## config.mk

```make
export PLATFORM = sky130hd
export DESIGN_NAME = usb_device_control_endpoint_regs
export DESIGN_NICKNAME = d
export VERILOG_FILES = /design/src/core/usb_ctrl_pkg.sv /design/src/core/strobe_timer.sv /design/src/core/addr_match.sv /design/src/core/usb_device_control_endpoint_regs.sv
export SDC_FILE = /design/constraint.sdc
export NUM_CORES = 1
export LEC_CHECK = 0
export BUFFER_PORTS_ARGS = -buffer_cell sky130_fd_sc_hd__buf_2
export CELL_PAD_IN_SITES_DETAIL_PLACEMENT = 1
export CELL_PAD_IN_SITES_GLOBAL_PLACEMENT = 1
export CORE_ASPECT_RATIO = 0.9
export CORE_MARGIN = 4
export CORE_UTILIZATION = 38
export DETAILED_ROUTE_END_ITERATION = 6
export GPL_ROUTABILITY_DRIVEN = 0
export PLACE_DENSITY = 0.79
export SLEW_MARGIN = 40
export SYNTH_ARGS = -nofsm -noshare
export SYNTH_HDL_FRONTEND = slang
export SYNTH_SLANG_ARGS = --single-unit
```

## constraint.sdc

```tcl
create_clock -name sys_clk -period 9.7 [get_ports sys_clk]
set_clock_uncertainty 0.2 [all_clocks]
set_input_delay 1.94 -clock sys_clk [delete_from_list [all_inputs] [get_ports sys_clk]]
set_output_delay 1.94 -clock sys_clk [all_outputs]
set_load 0.01 [all_outputs]
```

## src/core/usb_ctrl_pkg.sv

```systemverilog
// shared constants and types for the usb control register block
package usb_ctrl_pkg;
	// ---------------------------------------------------------------
	// register byte addresses
	// ---------------------------------------------------------------
	localparam logic [31:0] CMD_STROBES_ADDR = 32'hFFF0603C;
	localparam logic [31:0] CTRL_STATUS_ADDR = 32'hFFF06040;
	localparam logic [31:0] SW_CONFIG_ADDR = 32'hFFF06044;
	localparam logic [31:0] EP_A_IDENTITY_ADDR = 32'hFFF06048;
	localparam logic [31:0] EP_A_CONTROL_ADDR = 32'hFFF0604C;
	localparam logic [31:0] CTRL_IN_WORD0_ADDR = 32'hFFF06028;
	localparam int CTRL_IN_WORDS = 4;
	// ---------------------------------------------------------------
	// field positions and masks
	// ---------------------------------------------------------------
	localparam int FETCH_BIT = 3;
	localparam int LAST_BIT = 2;
	localparam int STALL_BIT = 1;
	localparam int READY_BIT = 0;
	localparam int STROBE_COUNT = 4;
	localparam int HOST_CONFIG_LSB = 8;
	localparam int RXSIZE_W = 5;
	localparam logic [31:0] EP_A_IDENTITY_MASK = 32'h73FFFFFF;
	localparam logic [31:0] EP_A_CONTROL_MASK = 32'h0000007F;
	localparam logic [31:0] SW_CONFIG_MASK = 32'h000000FF;
	localparam logic [31:0] RESET_VALUE = 32'h00000000;
	// ---------------------------------------------------------------
	// timing
	// ---------------------------------------------------------------
	localparam int STROBE_HOLD_CYCLES = 32;
	localparam logic [1:0] RESP_OKAY = 2'b00;
	localparam logic [1:0] RESP_SLVERR = 2'b10;
	// ---------------------------------------------------------------
	// carriers
	// ---------------------------------------------------------------
	typedef struct packed {
		logic fetch;
		logic last_packet;
		logic stall;
		logic data_ready;
	} strobe_type;
	typedef struct packed {
		logic [7:0] host_config_value;
		logic [4:0] ctrl_rx_packet_size;
	} link_status_type;
endpackage : usb_ctrl_pkg

```

## src/core/strobe_timer.sv

```systemverilog
// one self-clearing command strobe bit
module strobe_timer
	import usb_ctrl_pkg::*;
#(
	parameter int HOLD = STROBE_HOLD_CYCLES
) (
	input wire logic clk,
	input wire logic rst_n,
	input wire logic set,
	output logic level
);
	logic [5:0] count;
	wire done = (count == 6'(HOLD - 1));
	// auto clear
	always_ff @(posedge clk or negedge rst_n) begin
		if (!rst_n) begin
			level <= 1'b0;
			count <= 6'h00;
		end else if (set) begin
			level <= 1'b1;
			count <= 6'h00;
		end else if (level) begin
			level <= !done;
			count <= count + 6'h01;
		end
	end
	// helper: cycles the strobe has stood since its last set
	// counted here because a long repetition would be unrolled by the tools
	logic [6:0] high_run;
	always_ff @(posedge clk or negedge rst_n) begin
		if (!rst_n) begin
			high_run <= 7'h00;
		end else if (set || !level) begin
			high_run <= 7'h00;
		end else begin
			high_run <= high_run + 7'h01;
		end
	end
endmodule : strobe_timer

```

## src/core/addr_match.sv

```systemverilog
// aligned word address decoder
module addr_match
	import usb_ctrl_pkg::*;
(
	input wire logic [31:0] addr,
	output logic [7:0] hit
);
	assign hit[0] = (addr[31:2] == CMD_STROBES_ADDR[31:2]);
	assign hit[1] = (addr[31:2] == CTRL_STATUS_ADDR[31:2]);
	assign hit[2] = (addr[31:2] == SW_CONFIG_ADDR[31:2]);
	assign hit[3] = (addr[31:2] == EP_A_IDENTITY_ADDR[31:2]);
	assign hit[4] = (addr[31:2] == EP_A_CONTROL_ADDR[31:2]);
	// in-data window of four words
	assign hit[5] = (addr[31:4] == CTRL_IN_WORD0_ADDR[31:4]) && (addr[3:2] >= 2'h2);
	assign hit[6] = (addr[31:2] == CTRL_IN_WORD0_ADDR[31:2] + 30'h2);
	assign hit[7] = (addr[31:2] == CTRL_IN_WORD0_ADDR[31:2] + 30'h3);
endmodule : addr_match

```

## src/core/usb_device_control_endpoint_regs.sv

```systemverilog
// axi4-lite register block for the usb device control engine
// Overview of operation
// a written one at bit 3 fetches pending setup or bulk-out data
// written zeros on strobe bits do nothing
// each strobe clears itself 32 clocks after being set
// bit 2 marks current data-in packet as the last one
// bit 1 makes the engine stall the current class or vendor command
// bit 0 says the data-in packet is prepared and ready to send
// status bits 15:8 show the host-set configuration value
// status bits 4:0 show the received control packet size
// separate read/write 8-bit software configuration value
// endpoint A identity register with its field layout
// endpoint A control register, bits 6:0 used, bit 7 reserved
// four 32-bit in-data words loaded before data ready
// reserved bits read zero, status register ignores writes
//
// Local design decision: the AXI4-Lite register port.
module usb_device_control_endpoint_regs
	import usb_ctrl_pkg::*;
(
	input wire logic sys_clk,
	input wire logic rst_n,
	input wire logic [31:0] s_axi_awaddr,
	input wire logic s_axi_awvalid,
	output logic s_axi_awready,
	input wire logic [31:0] s_axi_wdata,
	input wire logic [3:0] s_axi_wstrb,
	input wire logic s_axi_wvalid,
	output logic s_axi_wready,
	output logic [1:0] s_axi_bresp,
	output logic s_axi_bvalid,
	input wire logic s_axi_bready,
	input wire logic [31:0] s_axi_araddr,
	input wire logic s_axi_arvalid,
	output logic s_axi_arready,
	output logic [31:0] s_axi_rdata,
	output logic [1:0] s_axi_rresp,
	output logic s_axi_rvalid,
	input wire logic s_axi_rready,
	input wire logic [7:0] host_config_value,
	input wire logic [4:0] ctrl_rx_packet_size,
	output logic setup_bulkout_fetch,
	output logic cmd_last_packet,
	output logic cmd_stall,
	output logic cmd_data_ready,
	output logic [7:0] sw_config_value,
	output logic [31:0] endpoint_a_identity,
	output logic [31:0] endpoint_a_control,
	output logic [127:0] ctrl_in_data
);
	// ---------------------------------------------------------------
	// reset release
	// ---------------------------------------------------------------
	logic rst_meta;
	logic rst_sync_n;
	always_ff @(posedge sys_clk or negedge rst_n) begin
		if (!rst_n) begin
			rst_meta <= 1'b0;
			rst_sync_n <= 1'b0;
		end else begin
			rst_meta <= 1'b1;
			rst_sync_n <= rst_meta;
		end
	end

	// ---------------------------------------------------------------
	// write channel capture
	// ---------------------------------------------------------------
	logic aw_held;
	logic w_held;
	logic [31:0] aw_addr;
	logic [31:0] w_data;
	logic [3:0] w_strb;
	wire aw_take = s_axi_awvalid && s_axi_awready;
	wire w_take = s_axi_wvalid && s_axi_wready;
	wire [31:0] wr_addr = aw_take ? s_axi_awaddr : aw_addr;
	wire [31:0] wr_data = w_take ? s_axi_wdata : w_data;
	wire [3:0] wr_strb = w_take ? s_axi_wstrb : w_strb;
	wire wr_fire = (aw_held || aw_take) && (w_held || w_take) && !s_axi_bvalid;
	logic [7:0] wr_hit;
	logic [7:0] rd_hit;
	addr_match wr_dec (.addr(wr_addr), .hit(wr_hit));
	addr_match rd_dec (.addr(s_axi_araddr), .hit(rd_hit));
	wire wr_known = |wr_hit;

	function automatic logic [31:0] merge(input logic [31:0] old, input logic [31:0] data,
		input logic [3:0] strb, input logic [31:0] mask);
		logic [31:0] m;
		m = {{8{strb[3]}}, {8{strb[2]}}, {8{strb[1]}}, {8{strb[0]}}};
		return ((old & ~m) | (data & m)) & mask;
	endfunction : merge

	always_ff @(posedge sys_clk or negedge rst_sync_n) begin
		if (!rst_sync_n) begin
			aw_held <= 1'b0;
			w_held <= 1'b0;
			aw_addr <= RESET_VALUE;
			w_data <= RESET_VALUE;
			w_strb <= 4'h0;
		end else begin
			aw_held <= (aw_held || aw_take) && !wr_fire;
			w_held <= (w_held || w_take) && !wr_fire;
			if (aw_take) aw_addr <= s_axi_awaddr;
			if (w_take) begin
				w_data <= s_axi_wdata;
				w_strb <= s_axi_wstrb;
			end
		end
	end

	always_ff @(posedge sys_clk or negedge rst_sync_n) begin
		if (!rst_sync_n) begin
			s_axi_awready <= 1'b0;
			s_axi_wready <= 1'b0;
			s_axi_bvalid <= 1'b0;
			s_axi_bresp <= RESP_OKAY;
		end else begin
			s_axi_awready <= !aw_held && !aw_take && !s_axi_bvalid && !wr_fire;
			s_axi_wready <= !w_held && !w_take && !s_axi_bvalid && !wr_fire;
			if (wr_fire) begin
				s_axi_bvalid <= 1'b1;
				s_axi_bresp <= wr_known ? RESP_OKAY : RESP_SLVERR;
			end else if (s_axi_bready) begin
				s_axi_bvalid <= 1'b0;
			end
		end
	end

	// ---------------------------------------------------------------
	// command strobes
	// ---------------------------------------------------------------
	// only ones trigger
	wire strobe_lane = wr_fire && wr_hit[0] && wr_strb[0];
	wire [3:0] strobe_set = strobe_lane ? wr_data[3:0] : 4'h0;
	strobe_type strobes;
	// per-bit timers
	strobe_timer #(.HOLD(STROBE_HOLD_CYCLES)) t_fetch (.clk(sys_clk), .rst_n(rst_sync_n),
		.set(strobe_set[FETCH_BIT]), .level(strobes.fetch));
	strobe_timer #(.HOLD(STROBE_HOLD_CYCLES)) t_last (.clk(sys_clk), .rst_n(rst_sync_n),
		.set(strobe_set[LAST_BIT]), .level(strobes.last_packet));
	strobe_timer #(.HOLD(STROBE_HOLD_CYCLES)) t_stall (.clk(sys_clk), .rst_n(rst_sync_n),
		.set(strobe_set[STALL_BIT]), .level(strobes.stall));
	strobe_timer #(.HOLD(STROBE_HOLD_CYCLES)) t_ready (.clk(sys_clk), .rst_n(rst_sync_n),
		.set(strobe_set[READY_BIT]), .level(strobes.data_ready));
	assign setup_bulkout_fetch = strobes.fetch;
	assign cmd_last_packet = strobes.last_packet;
	assign cmd_stall = strobes.stall;
	assign cmd_data_ready = strobes.data_ready;

	// ---------------------------------------------------------------
	// writable registers
	// ---------------------------------------------------------------
	logic [31:0] sw_config_reg;
	logic [31:0] ctrl_in_word [CTRL_IN_WORDS];
	assign sw_config_value = sw_config_reg[7:0];
	assign ctrl_in_data = {ctrl_in_word[3], ctrl_in_word[2], ctrl_in_word[1], ctrl_in_word[0]};
	always_ff @(posedge sys_clk or negedge rst_sync_n) begin
		if (!rst_sync_n) begin
			sw_config_reg <= RESET_VALUE;
			endpoint_a_identity <= RESET_VALUE;
			endpoint_a_control <= RESET_VALUE;
			for (int i = 0; i < CTRL_IN_WORDS; i++) ctrl_in_word[i] <= RESET_VALUE;
		end else if (wr_fire) begin
			// software configuration value
			if (wr_hit[2]) sw_config_reg <= merge(sw_config_reg, wr_data, wr_strb, SW_CONFIG_MASK);
			// identity fields
			if (wr_hit[3]) endpoint_a_identity <= merge(endpoint_a_identity, wr_data, wr_strb,
				EP_A_IDENTITY_MASK);
			// control fields
			if (wr_hit[4]) endpoint_a_control <= merge(endpoint_a_control, wr_data, wr_strb,
				EP_A_CONTROL_MASK);
			// in-data words
			for (int i = 0; i < CTRL_IN_WORDS; i++) begin
				if (wr_addr[31:2] == CTRL_IN_WORD0_ADDR[31:2] + 30'(i))
					ctrl_in_word[i] <= merge(ctrl_in_word[i], wr_data, wr_strb, 32'hFFFFFFFF);
			end
		end
	end

	// ---------------------------------------------------------------
	// read channel
	// ---------------------------------------------------------------
	link_status_type status;
	assign status = '{host_config_value: host_config_value,
		ctrl_rx_packet_size: ctrl_rx_packet_size};
	// status layout, reserved read zero
	wire [31:0] status_word = {16'h0000, status.host_config_value, 3'h0,
		status.ctrl_rx_packet_size};
	wire [31:0] strobe_word = {28'h0000000, strobes};
	// in-data words only: the neighbouring out-data and bus status words are not ours
	wire in_hit = |rd_hit[7:5];
	wire [1:0] in_index = 2'(s_axi_araddr[31:2] - CTRL_IN_WORD0_ADDR[31:2]);
	wire rd_known = |rd_hit[4:0] || in_hit;
	wire [31:0] rd_word = rd_hit[0] ? strobe_word :
		rd_hit[1] ? status_word :
		rd_hit[2] ? sw_config_reg :
		rd_hit[3] ? endpoint_a_identity :
		rd_hit[4] ? endpoint_a_control :
		in_hit ? ctrl_in_word[in_index] : RESET_VALUE;
	wire ar_take = s_axi_arvalid && s_axi_arready;
	always_ff @(posedge sys_clk or negedge rst_sync_n) begin
		if (!rst_sync_n) begin
			s_axi_arready <= 1'b0;
			s_axi_rvalid <= 1'b0;
			s_axi_rdata <= RESET_VALUE;
			s_axi_rresp <= RESP_OKAY;
		end else begin
			s_axi_arready <= !s_axi_rvalid && !ar_take;
			if (ar_take) begin
				s_axi_rvalid <= 1'b1;
				s_axi_rdata <= rd_word;
				s_axi_rresp <= rd_known ? RESP_OKAY : RESP_SLVERR;
			end else if (s_axi_rready) begin
				s_axi_rvalid <= 1'b0;
			end
		end
	end

	// ---------------------------------------------------------------
	// strobe length and bus protocol checks
	// ---------------------------------------------------------------
	// helper: cycles the ready strobe has stood since its last set
	// a counter, since a 32-fold repetition would be unrolled by the tools
	logic [6:0] ready_run;
	always_ff @(posedge sys_clk or negedge rst_sync_n) begin
		if (!rst_sync_n) begin
			ready_run <= 7'h00;
		end else if (strobe_set[READY_BIT] || !cmd_data_ready) begin
			ready_run <= 7'h00;
		end else begin
			ready_run <= ready_run + 7'h01;
		end
	end
endmodule : usb_device_control_endpoint_regs

```

==> summary.json, run 1 <==
{
  "timing.critical_path.slowest_stage_cell": {"value": "sky130_fd_sc_hd__or4b_2"},
  "setup_tns": {"value": 0, "unit": "ns"},
  "layout_cells_sized_above_1": {"value": 47.4, "unit": "%"},
  "timing.critical_path.required": {"value": 9.90, "unit": "ns"},
  "synth-main-ff-cell": {"value": "sky130_fd_sc_hd__dfrtp_1"},
  "coreArea": {"value": 0.0365, "unit": "mm2"},
  "vdd.ir_drop.worst": {"value": 125, "unit": "uV"},
  "core.rowCount": {"value": 66},
  "relSlewSlack": {"value": 42.6, "unit": "%"},
  "post_drt_wl_per_cell": {"value": 23.8, "unit": "um"},
  "hold_viol_final": {"value": 0},
  "avgSynthCellArea": {"value": 13.1, "unit": "um2"},
  "io_buffer_count": {"value": 330},
  "first_pass_iters": {"value": 4},
  "path_cells": {"value": "buf_2, and2_1, buf_4, or4b_2, a21oi_1, nand4_1, mux2_2"},
  "grt_pass1_vias": {"value": 11474},
  "setup_violations": {"value": 0},
  "starting_utilization_of_the_core_area": {"value": 38.8, "unit": "%"},
  "leakagePower": {"value": 8.99, "unit": "nW"},
  "cellPowerDensity": {"value": 196, "unit": "mW/mm2"},
  "worst_path_dominant_cell_family": {"value": "simple AND/OR/NAND/NOR gates"},
  "postCtsSetupBuffers": {"value": 0},
  "overflow": {"value": 0},
  "worstMarginPinSlew": {"value": 0.855, "unit": "ns"},
  "crit_type": {"value": "in2reg"},
  "ys_types": {"value": 70},
  "rsz0062_at_grt": {"value": "false"},
  "grt_antenna_before_repair": {"value": 5},
  "totalWireLength": {"value": 45800, "unit": "um"},
  "synthesis.area": {"value": 0.0142, "unit": "mm2"},
  "htree_levels": {"value": 2},
  "min_period": {"value": 4.70, "unit": "ns"},
  "hpwl": {"value": 32900, "unit": "um"},
  "synth_seq_area_share": {"value": 54.6, "unit": "%"},
  "ctsHoldBuffers": {"value": 0},
  "fmaxAchievable": {"value": 0.213, "unit": "GHz"},
  "floorplan.die.width": {"value": 212, "unit": "um"},
  "min_period_over_period": {"value": 48.4, "unit": "%"},
  "detail_route.drc_violations": {"value": 0},
  "count_of_clock_tree_sinks": {"value": 309},
  "io_pins": {"value": 365},
  "finalMaxSlewViolations": {"value": 0},
  "antenna_left": {"value": 0},
  "outcome": {"value": "finished, final reports clean"},
  "syn2layout_area_growth": {"value": 23.9, "unit": "%"},
  "worst_path_largest_cell_delay": {"value": 0.75, "unit": "ns"},
  "die_y_extent": {"value": 191, "unit": "um"},
  "library_cell_occupying_the_most_area_in_the_post_synthesis_netlist": {"value": "sky130_fd_sc_hd__dfrtp_1"},
  "min-delay-path-class": {"value": "reg2async"},
  "synthesis.instances": {"value": 1078},
  "postLayoutCoreUtil": {"value": 48.1, "unit": "%"},
  "path_max_fanout": {"value": 34},
  "grt_start_max_net_pins": {"value": 87},
  "clkSlewWorstSetupHoldPaths": {"value": 0.06, "unit": "ns"},
  "cts-root-buf": {"value": "sky130_fd_sc_hd__clkbuf_16"},
  "post_synthesis_register_bit_count": {"value": 309},
  "crit_path_start_kind": {"value": "primary input"},
  "drv_cap": {"value": 0},
  "drt_first_iter_violations": {"value": 449},
  "layout.nets": {"value": 1550},
  "via_per_inst": {"value": 5.37},
  "endpoint_kind": {"value": "register"},
  "cts_resized": {"value": 0},
  "yosys.cell_count.top_type": {"value": "sky130_fd_sc_hd__dfrtp_1"},
  "clock_tree_from_tritoncts": {"value": "built"},
  "async_flop_share": {"value": 100, "unit": "%"},
  "crit_buf_inv": {"value": 2},
  "synth_enable_flop_cells": {"value": 0},
  "cts_buffers": {"value": 35},
  "maximum_clock_path_buffer_count": {"value": 3},
  "groute.usage.overall": {"value": 22.3, "unit": "%"},
  "synth_commonest_cells": {"value": "sky130_fd_sc_hd__dfrtp_1 (309), sky130_fd_sc_hd__mux2_2 (205), sky130_fd_sc_hd__nand2_1 (109)"},
  "clk_latency": {"value": 0.52, "unit": "ns"},
  "yosysWarnings": {"value": 0},
  "post_synth_main_area_contributors": {"value": "sky130_fd_sc_hd__dfrtp_1 (55%), sky130_fd_sc_hd__mux2_2 (16%), sky130_fd_sc_hd__mux4_2 (5.1%), sky130_fd_sc_hd__nand2_1 (2.9%), sky130_fd_sc_hd__nor4_4 (1.8%)"},
  "grt_first_pass_wirelength": {"value": 69800, "unit": "um"},
  "crit_arrival": {"value": 4.90, "unit": "ns"},
  "top_cell_type_s_share_of_synthesized_area": {"value": 54.6, "unit": "%"},
  "routed-via-count": {"value": 10337},
  "die_outline_area": {"value": 0.0405, "unit": "mm2"}
}
[where the power goes]
part,switching [W],internal (W)
logic,0.000410,0.000198
registers,0.0000760,0.00144
clock network,0.000522,0.000800
[metal layers]
| layer | vias up | GRT usage, % | routed length (um) |
|---|---|---|---|
| met3 | 76 | 6.65 | 3350 |
| met1 | 5353 | 28.4 | 19100 |
| met2 | 301 | 38.0 | 22500 |
| met5 | - | 0 | 55 |
| li1 | 4599 | - | - |
| met4 | 8 | 4.63 | 784 |
[per-stage QoR]
stage / setup slack, ns / power, W / area (um2) / cells / hold WS [ns]
final: 5.00 / 0.00344 / 17600 / 1924 / 0.0919
after global routing: 4.83 / 0.00362 / 17600 / 1923 / 0.133
after CTS: 4.97 / 0.00348 / 17500 / 1921 / 0.107
after detailed placement: 4.42 / 0.00215 / 16400 / 1863 / 0.0988
after global placement: 4.12 / 0.00210 / 16300 / 1855 / 0.0991
after floorplan: 0.251 / 0.00193 / 14300 / 1107 / 0.131
[layout make-up]
class / count / area (um2)
multi-input combinational: 710 / 6150
timing repair buffer: 356 / 1890
tap: 476 / 596
antenna: 1 / 2.50
fill: 3880 / 18900
clock buffer: 53 / 1060
inverter: 14 / 52.6
sequential: 309 / 7740
clock inverter: 5 / 77.6
[cells by family after synthesis]
family | synth area share (%)
xor+xnor | 1.30
other cells | 0.0530
simple gates | 11.5
flops | 54.6
mux | 22.4
fa+ha+maj | 0.353
buf+inv | 3.24
compound gates | 6.64
[layout by cell type (no fill, tap or decap), types with 22 or more instances in the layout]
master and count:
sky130_fd_sc_hd__mux4_2 32, sky130_fd_sc_hd__conb_1 31, sky130_fd_sc_hd__buf_2 331, sky130_fd_sc_hd__nor2_1 40, sky130_fd_sc_hd__dfrtp_1 308, sky130_fd_sc_hd__clkbuf_16 37
sky130_fd_sc_hd__nand4_1 24, sky130_fd_sc_hd__nand2_1 107, sky130_fd_sc_hd__o21ai_0 24, sky130_fd_sc_hd__a21oi_1 22, sky130_fd_sc_hd__mux2_2 205, sky130_fd_sc_hd__a22o_1 26
[path summary, 6_finish.rpt]
| check | to | startpoint | slack (ns) | cells after the start |
|---|---|---|---|---|
| min in group sys_clk | rst_sync_n$_DFF_PN0_ | rst_meta$_DFF_PN0_ | 0.15 | 0 |
| max in group asynchronous | asynchronous set/reset pin | rst_sync_n$_DFF_PN0_ | 7.50 | 2 |
| worst max-delay path | register | s_axi_awvalid | 5.00 | 7 |
| worst max register to register | register | s_axi_awready$_DFF_PN0_ | 6.02 | 6 |
| worst min register to register | asynchronous set/reset pin | rst_sync_n$_DFF_PN0_ | 0.09 | 0 |
| worst min-delay path | asynchronous set/reset pin | rst_sync_n$_DFF_PN0_ | 0.09 | 0 |
Note: power is estimated with default switching activity, not from simulation.
==> run 2, diff against run 1 <==
ABC_AREA = 1   (was not set)
CORE_UTILIZATION = 39   (was 38)
PLACE_DENSITY = 0.83   (was 0.79)
clock period = 4.89 ns   (was 9.7 ns; I/O delays follow)
==> summary.json, run 2 <==
{
  "synth_seq_area_share": {"value": 52.8, "unit": "%", "change": "-1.8 points"},
  "die_y_extent": {"value": 192, "unit": "um", "change": "+0.35%"},
  "htree_levels": {"value": 2, "change": "unchanged"},
  "detail_route.drc_violations": {"value": 0, "change": "unchanged"},
  "antenna_left": {"value": 0, "change": "unchanged"},
  "clock_tree_from_tritoncts": {"value": "built"},
  "synthesis.instances": {"value": 1781, "change": "+65%"},
  "ys_types": {"value": 37, "change": "-47%"},
  "synth-main-ff-cell": {"value": "sky130_fd_sc_hd__dfrtp_1"},
  "maximum_clock_path_buffer_count": {"value": 3, "change": "unchanged"},
  "avgSynthCellArea": {"value": 8.23, "unit": "um2", "change": "-37%"},
  "path_max_fanout": {"value": 36, "change": "+5.9%"},
  "floorplan.die.width": {"value": 212, "unit": "um", "change": "+0.35%"},
  "synth_enable_flop_cells": {"value": 0, "change": "unchanged"},
  "cts_buffers": {"value": 37, "change": "+5.7%"},
  "cts_resized": {"value": 0, "change": "unchanged"},
  "post_synth_main_area_contributors": {"value": "sky130_fd_sc_hd__dfrtp_1 (53%), sky130_fd_sc_hd__nand2_1 (16%), sky130_fd_sc_hd__nand3_1 (4.1%), sky130_fd_sc_hd__nand4_1 (4.0%), sky130_fd_sc_hd__o21ai_1 (3.4%)"},
  "groute.usage.overall": {"value": 26.0, "unit": "%", "change": "+3.7 points"},
  "grt_pass1_vias": {"value": 14366, "change": "+25%"},
  "library_cell_occupying_the_most_area_in_the_post_synthesis_netlist": {"value": "sky130_fd_sc_hd__dfrtp_1"},
  "post_drt_wl_per_cell": {"value": 20.9, "unit": "um", "change": "-12%"},
  "setup_violations": {"value": 0, "change": "unchanged"},
  "totalWireLength": {"value": 54400, "unit": "um", "change": "+19%"},
  "clk_latency": {"value": 0.53, "unit": "ns", "change": "about the same"},
  "final.hold.worst_slack": {"value": 0.0233, "unit": "ns", "change": "-0.0686 ns"},
  "syn2layout_area_growth": {"value": 22.9, "unit": "%"},
  "grt_antenna_before_repair": {"value": 5, "change": "unchanged"},
  "starting_utilization_of_the_core_area": {"value": 39.5, "unit": "%", "change": "+0.62 points"},
  "drv_cap": {"value": 0, "change": "unchanged"},
  "relSlewSlack": {"value": 45.8, "unit": "%", "change": "+3.3 points"},
  "count_of_clock_tree_sinks": {"value": 309, "change": "unchanged"},
  "reg2reg_setup_slack": {"value": 1.55, "unit": "ns", "change": "-4.47 ns"},
  "yosys.cell_count.top_type": {"value": "sky130_fd_sc_hd__nand2_1"},
  "min_period_over_period": {"value": 71.0, "unit": "%"},
  "clkSlewWorstSetupHoldPaths": {"value": 0.06, "unit": "ns", "change": "about the same"},
  "postCtsSetupBuffers": {"value": 0, "change": "unchanged"},
  "core.rowCount": {"value": 67, "change": "+1.5%"},
  "via_per_inst": {"value": 5.31, "change": "-1.1%"},
  "coreArea": {"value": 0.0371, "unit": "mm2", "change": "+1.7%"},
  "layout.nets": {"value": 2216, "change": "+43%"},
  "drt_first_iter_violations": {"value": 1032, "change": "+130%"},
  "cellPowerDensity": {"value": 418, "unit": "mW/mm2", "change": "+110%"},
  "comb_power_share": {"value": 22.3, "unit": "%", "change": "+4.7 points"},
  "power_frac_clock": {"value": 38.5, "unit": "%", "change": "about the same"},
  "die_outline_area": {"value": 0.0407, "unit": "mm2", "change": "+0.70%"},
  "crit_path_start_kind": {"value": "primary input"},
  "leakagePower": {"value": 9.75, "unit": "nW", "change": "+8.5%"},
  "ctsHoldBuffers": {"value": 0, "change": "unchanged"},
  "synthesis.area": {"value": 0.0147, "unit": "mm2", "change": "+3.4%"},
  "crit_type": {"value": "in2reg"},
  "hpwl": {"value": 38300, "unit": "um", "change": "+16%"},
  "switchingPower": {"value": 0.00251, "unit": "W", "change": "+150%"},
  "async_flop_share": {"value": 100, "unit": "%", "change": "unchanged"},
  "min-delay-path-class": {"value": "in2async"},
  "min_period": {"value": 3.47, "unit": "ns"},
  "top_cell_type_s_share_of_synthesized_area": {"value": 52.8, "unit": "%", "change": "-1.8 points"},
  "most-common-layout-cells": {"value": "sky130_fd_sc_hd__nand2_1 (637), sky130_fd_sc_hd__buf_2 (330), sky130_fd_sc_hd__dfrtp_1 (308)"},
  "routed-via-count": {"value": 13845, "change": "+34%"},
  "layout_cells_sized_above_1": {"value": 21.6, "unit": "%", "change": "-26 points"},
  "endpoint_kind": {"value": "register"},
  "setup_tns": {"value": 0, "unit": "ns", "change": "unchanged"},
  "hold_viol_final": {"value": 0, "change": "unchanged"},
  "overflow": {"value": 0, "change": "unchanged"},
  "outcome": {"value": "finished, final reports clean"},
  "timing.critical_path.required": {"value": 5.07, "unit": "ns", "change": "-4.83 ns"},
  "grt_start_max_net_pins": {"value": 147, "change": "+69%"},
  "layout.cells.most_common": {"value": "sky130_fd_sc_hd__nand2_1"},
  "post_synthesis_register_bit_count": {"value": 309, "change": "unchanged"},
  "crit_arrival": {"value": 3.65, "unit": "ns", "change": "-1.25 ns"},
  "io_buffer_count": {"value": 330, "change": "unchanged"},
  "finalMaxSlewViolations": {"value": 0, "change": "unchanged"},
  "synth_commonest_cells": {"value": "sky130_fd_sc_hd__nand2_1 (639), sky130_fd_sc_hd__dfrtp_1 (309), sky130_fd_sc_hd__nand3_1 (119)"},
  "seq_power_share": {"value": 39.2, "unit": "%", "change": "-4.8 points"},
  "power_report.internal_total": {"value": 0.00501, "unit": "W", "change": "+110%"},
  "rsz0062_at_grt": {"value": "false"},
  "cts-root-buf": {"value": "sky130_fd_sc_hd__clkbuf_16"},
  "grt_first_pass_wirelength": {"value": 83400, "unit": "um", "change": "+19%"},
  "worstMarginPinSlew": {"value": 0.810, "unit": "ns", "change": "-0.0448 ns"},
  "fmaxAchievable": {"value": 0.288, "unit": "GHz"},
  "swShare": {"value": 33.3, "unit": "%", "change": "+4.1 points"},
  "io_pins": {"value": 365, "change": "unchanged"},
  "vdd.ir_drop.worst": {"value": 260, "unit": "uV", "change": "+110%"},
  "yosysWarnings": {"value": 0, "change": "unchanged"},
  "first_pass_iters": {"value": 5, "change": "+1"}
}
## run 2: cell count changes after synthesis, moves of 14 or more
cell                       previous run  this run
sky130_fd_sc_hd__nor2_1              42       112
sky130_fd_sc_hd__inv_1               14       110
sky130_fd_sc_hd__a22oi_1             16        34
sky130_fd_sc_hd__nand3_1             13       119
sky130_fd_sc_hd__mux2_2             205         0
sky130_fd_sc_hd__clkbuf_1            29        50
sky130_fd_sc_hd__mux2i_1             14         0
sky130_fd_sc_hd__nand2_1            109       639
sky130_fd_sc_hd__nand4_1             24        94
sky130_fd_sc_hd__a21oi_1             23         9
sky130_fd_sc_hd__mux4_2              32         0
sky130_fd_sc_hd__and2_1               4        29
sky130_fd_sc_hd__o21ai_1              2        99
## run 2: path summary, 6_finish.rpt
path,startpoint,to,depth (start not counted)
worst max-delay path,s_axi_awvalid,register,13
worst min-delay path,rst_n,rst_meta$_DFF_PN0_,1
worst max register to register,s_axi_awready$_DFF_PN0_,register,12
worst min register to register,rst_sync_n$_DFF_PN0_,asynchronous set/reset pin,1
max in group asynchronous,rst_sync_n$_DFF_PN0_,w_data[13]$_DFF_PN0_,2
min in group sys_clk,rst_meta$_DFF_PN0_,rst_sync_n$_DFF_PN0_,0
## run 2: cell families (layout without fill, tap and decap cells)
group	after synthesis	after routing	synth area share, %
simple gates	1036	1036	31.2
xor+xnor	17	17	1.02
flops	309	309	52.8
fa+ha+maj	4	4	0.342
other cells	2	33	0.0512
buf+inv	229	539	7.32
compound gates	184	184	7.27
## run 2: metal layers
| metal | routed length (um) | share of wire, % | track usage, % |
|---|---|---|---|
| met5 | 42 | 0.077 | 0 |
| met4 | 1450 | 2.7 | 6.79 |
| met3 | 3700 | 6.8 | 5.44 |
| met2 | 26000 | 48 | 43.1 |
| met1 | 23200 | 43 | 35.1 |
## run 2: final cells by class
cell class / count / area, um2
clock buffers: 55 / 1110
diodes: 2 / 5.00
flip-flops and latches: 309 / 7740
clock inverters: 12 / 170
fillers: 4583 / 19100
repair buffers: 354 / 1930
multi-input cells: 1272 / 6010
well taps: 483 / 604
inverters: 118 / 445
## run 2: metrics by stage
stage / util [%] / instances / power [W] / worst slack [ns] / instance area, um2
global placement: 44.9 / 2534 / 0.00455 / 1.06 / 16700
global route: 48.5 / 2605 / 0.00792 / 1.08 / 18000
CTS: 48.4 / 2602 / 0.00756 / 1.47 / 18000
detailed placement: 44.9 / 2535 / 0.00464 / 0.934 / 16700
floorplan: - / 1810 / 0.00411 / 1.62 / 14800
finish: 48.5 / 2605 / 0.00752 / 1.42 / 18000
## run 2: worst max-delay path, stage by stage
cell                      delay [ns]
sky130_fd_sc_hd__buf_2          0.21
sky130_fd_sc_hd__nand2_4        0.35
sky130_fd_sc_hd__nand2_1        0.10
sky130_fd_sc_hd__nand2_1        0.11
sky130_fd_sc_hd__nand2_1        0.10
sky130_fd_sc_hd__nor2_1         0.13
sky130_fd_sc_hd__nand2_2        0.19
sky130_fd_sc_hd__nor2_1         0.16
sky130_fd_sc_hd__nand2_1        0.09
sky130_fd_sc_hd__inv_2          0.20
sky130_fd_sc_hd__nand3_1        0.61
sky130_fd_sc_hd__nand2_1        0.29
sky130_fd_sc_hd__o21ai_1        0.11
## run 2: power groups by stage
| stage | clock network (W) | registers (W) | logic, W |
|---|---|---|---|
| 3_5_place_dp | 0 | 0.00300 | 0.00164 |
| 4_1_cts | 0.00295 | 0.00296 | 0.00166 |
| 2_1_floorplan | 0 | 0.00301 | 0.00111 |
| 6_report | 0.00289 | 0.00295 | 0.00168 |
| 3_3_place_gp | 0 | 0.00298 | 0.00157 |
| 5_1_grt | 0.00307 | 0.00298 | 0.00187 |
==> run 3, diff against run 2 <==
clock period = 3.4 ns   (was 4.89 ns; I/O delays follow)
==> summary.json, run 3 (same netlist as run 2, synthesis figures left out) <==
{
  "crit_arrival": {"value": 3.01, "unit": "ns", "change": "-0.64 ns"},
  "die_outline_area": {"value": 0.0407, "unit": "mm2", "change": "unchanged"},
  "crit_type": {"value": "reg2reg"},
  "most-common-layout-cells": {"value": "sky130_fd_sc_hd__nand2_1 (639), sky130_fd_sc_hd__buf_2 (330), sky130_fd_sc_hd__dfrtp_1 (308)"},
  "layout.nets": {"value": 2243, "change": "+1.2%"},
  "path_max_fanout": {"value": 36, "change": "unchanged"},
  "setup_tns": {"value": 0, "unit": "ns", "change": "unchanged"},
  "vdd.ir_drop.worst": {"value": 301, "unit": "uV", "change": "+16%"},
  "grt_antenna_before_repair": {"value": 6, "change": "+1"},
  "antenna_left": {"value": 0, "change": "unchanged"},
  "cellPowerDensity": {"value": 588, "unit": "mW/mm2", "change": "+41%"},
  "relSlewSlack": {"value": 41.3, "unit": "%", "change": "-4.5 points"},
  "cts_buffers": {"value": 36, "change": "-2.7%"},
  "leakagePower": {"value": 9.83, "unit": "nW", "change": "+0.81%"},
  "grt_first_pass_wirelength": {"value": 83400, "unit": "um", "change": "about the same"},
  "via_per_inst": {"value": 5.29, "change": "-0.42%"},
  "drv_cap": {"value": 0, "change": "unchanged"},
  "endpoint_kind": {"value": "register"},
  "floorplan.die.width": {"value": 212, "unit": "um", "change": "unchanged"},
  "grt_start_max_net_pins": {"value": 103, "change": "-30%"},
  "clkSlewWorstSetupHoldPaths": {"value": 0.06, "unit": "ns", "change": "about the same"},
  "cts-root-buf": {"value": "sky130_fd_sc_hd__clkbuf_16"},
  "starting_utilization_of_the_core_area": {"value": 39.5, "unit": "%", "change": "unchanged"},
  "postCtsSetupBuffers": {"value": 0, "change": "unchanged"},
  "drt_first_iter_violations": {"value": 952, "change": "-7.8%"},
  "crit_buf_inv": {"value": 1, "change": "-1"},
  "path_cells": {"value": "nand2_4, nand2_1, nand2_1, nand2_1, nor2_2, nand4_1, nor3_4, buf_12, nand3_4, nand2_1, nand2_1"},
  "setup_violations": {"value": 0, "change": "unchanged"},
  "detail_route.drc_violations": {"value": 0, "change": "unchanged"},
  "fmaxAchievable": {"value": 0.355, "unit": "GHz"},
  "rsz0062_at_grt": {"value": "false"},
  "syn2layout_area_growth": {"value": 23.5, "unit": "%"},
  "clock_tree_from_tritoncts": {"value": "built"},
  "coreArea": {"value": 0.0371, "unit": "mm2", "change": "unchanged"},
  "first_pass_iters": {"value": 5, "change": "unchanged"},
  "core.rowCount": {"value": 67, "change": "unchanged"},
  "layout_cells_sized_above_1": {"value": 22.3, "unit": "%", "change": "+0.70 points"},
  "worst_path_largest_cell_delay": {"value": 0.46, "unit": "ns", "change": "-0.15 ns"},
  "routed-via-count": {"value": 13909, "change": "+0.46%"},
  "outcome": {"value": "finished, final reports clean"},
  "hpwl": {"value": 38700, "unit": "um", "change": "+1.1%"},
  "finalMaxSlewViolations": {"value": 0, "change": "unchanged"},
  "min-delay-path-class": {"value": "in2reg"},
  "io_pins": {"value": 365, "change": "unchanged"},
  "hold_viol_final": {"value": 0, "change": "unchanged"},
  "overflow": {"value": 0, "change": "unchanged"},
  "min_period": {"value": 2.81, "unit": "ns"},
  "crit_path_frequent_cell": {"value": "sky130_fd_sc_hd__nand2_1"},
  "timing.critical_path.required": {"value": 3.60, "unit": "ns", "change": "-1.47 ns"},
  "timing.critical_path.slowest_stage_cell": {"value": "sky130_fd_sc_hd__dfrtp_1"},
  "min_period_over_period": {"value": 82.7, "unit": "%"},
  "totalWireLength": {"value": 54200, "unit": "um", "change": "-0.38%"},
  "clk_latency": {"value": 0.52, "unit": "ns", "change": "about the same"},
  "groute.usage.overall": {"value": 26.1, "unit": "%", "change": "+0.061 points"},
  "worstMarginPinSlew": {"value": 0.874, "unit": "ns", "change": "+0.0642 ns"},
  "count_of_clock_tree_sinks": {"value": 309, "change": "unchanged"},
  "maximum_clock_path_buffer_count": {"value": 3, "change": "unchanged"},
  "filler_cell_count": {"value": 4595, "change": "+0.26%"},
  "die_y_extent": {"value": 192, "unit": "um", "change": "unchanged"},
  "post_drt_wl_per_cell": {"value": 20.6, "unit": "um", "change": "-1.3%"},
  "layout.cells.most_common": {"value": "sky130_fd_sc_hd__nand2_1"},
  "io_buffer_count": {"value": 330, "change": "unchanged"},
  "htree_levels": {"value": 2, "change": "unchanged"},
  "worst_path_dominant_cell_family": {"value": "simple AND/OR/NAND/NOR gates"},
  "crit_path_start_kind": {"value": "register"},
  "final.hold.worst_slack": {"value": 0.135, "unit": "ns", "change": "+0.112 ns"},
  "grt_pass1_vias": {"value": 14462, "change": "+0.67%"}
}
## run 3: final timing paths
path,start,end,slack [ns],cells past startpoint
min,s_axi_rready,s_axi_rvalid$_DFFE_PN0P_,0.13,2
max reg2reg,s_axi_awready$_DFF_PN0_,register,0.59,11
max in group asynchronous,rst_sync_n$_DFF_PN0_,asynchronous set/reset pin,1.85,1
min in group asynchronous,rst_sync_n$_DFF_PN0_,s_axi_wready$_DFF_PN0_,0.14,0
max,s_axi_awready$_DFF_PN0_,register,0.59,11
min reg2reg,rst_sync_n$_DFF_PN0_,s_axi_wready$_DFF_PN0_,0.14,0
## run 3: per-stage QoR
stage	instance area [um2]	setup WS (ns)	cells	total power, W	util, %
after floorplan	14800	0.129	1810	0.00592	-
after global placement	16900	0.303	2563	0.00660	45.5
after detailed placement	16900	0.197	2563	0.00673	45.5
after CTS	18100	0.577	2626	0.0107	48.7
after global routing	18100	0.256	2628	0.0112	48.8
final	18100	0.587	2628	0.0106	48.8
## run 3: worst reg2reg max path: cells and delay by family (launching register included)
kind | cells | cell delay (ns)
buf+inv | 1 | 0.28
simple gates | 10 | 1.77
flops | 1 | 0.46
## run 3: final cells by class
type,count,area (um2),area share (%)
Sequential cell,309,7740,42.7
Tap cell,483,604,3.34
Inverter,118,445,2.46
Clock inverter,11,138,0.760
Clock buffer,51,1050,5.79
Timing Repair Buffer,382,2130,11.8
Antenna cell,2,5.00,0.0276
Multi-Input combinational cell,1272,6000,33.1
## run 3: timing repair
| item | CTS | global route |
|---|---|---|
| gates resized for setup | 0 | 0 |
| hold endpoints to repair | 2 | 0 |
| hold buffers | 1 | 0 |
## run 3: report_power, final
| part | switching, W | internal, W |
|---|---|---|
| logic | 0.00186 | 0.000594 |
| clock network | 0.00157 | 0.00237 |
| registers | 0.000161 | 0.00409 |
| total | 0.00358 | 0.00706 |
## run 3: routing by layer
| layer | GRT usage [%] | routed length [um] | up-vias |
|---|---|---|---|
| li1 | - | - | 6435 |
| met1 | 34.7 | 23100 | 6894 |
| met2 | 43.3 | 25600 | 468 |
| met3 | 6.03 | 3910 | 104 |
| met4 | 7.01 | 1480 | 8 |
| met5 | 0 | 55 | - |
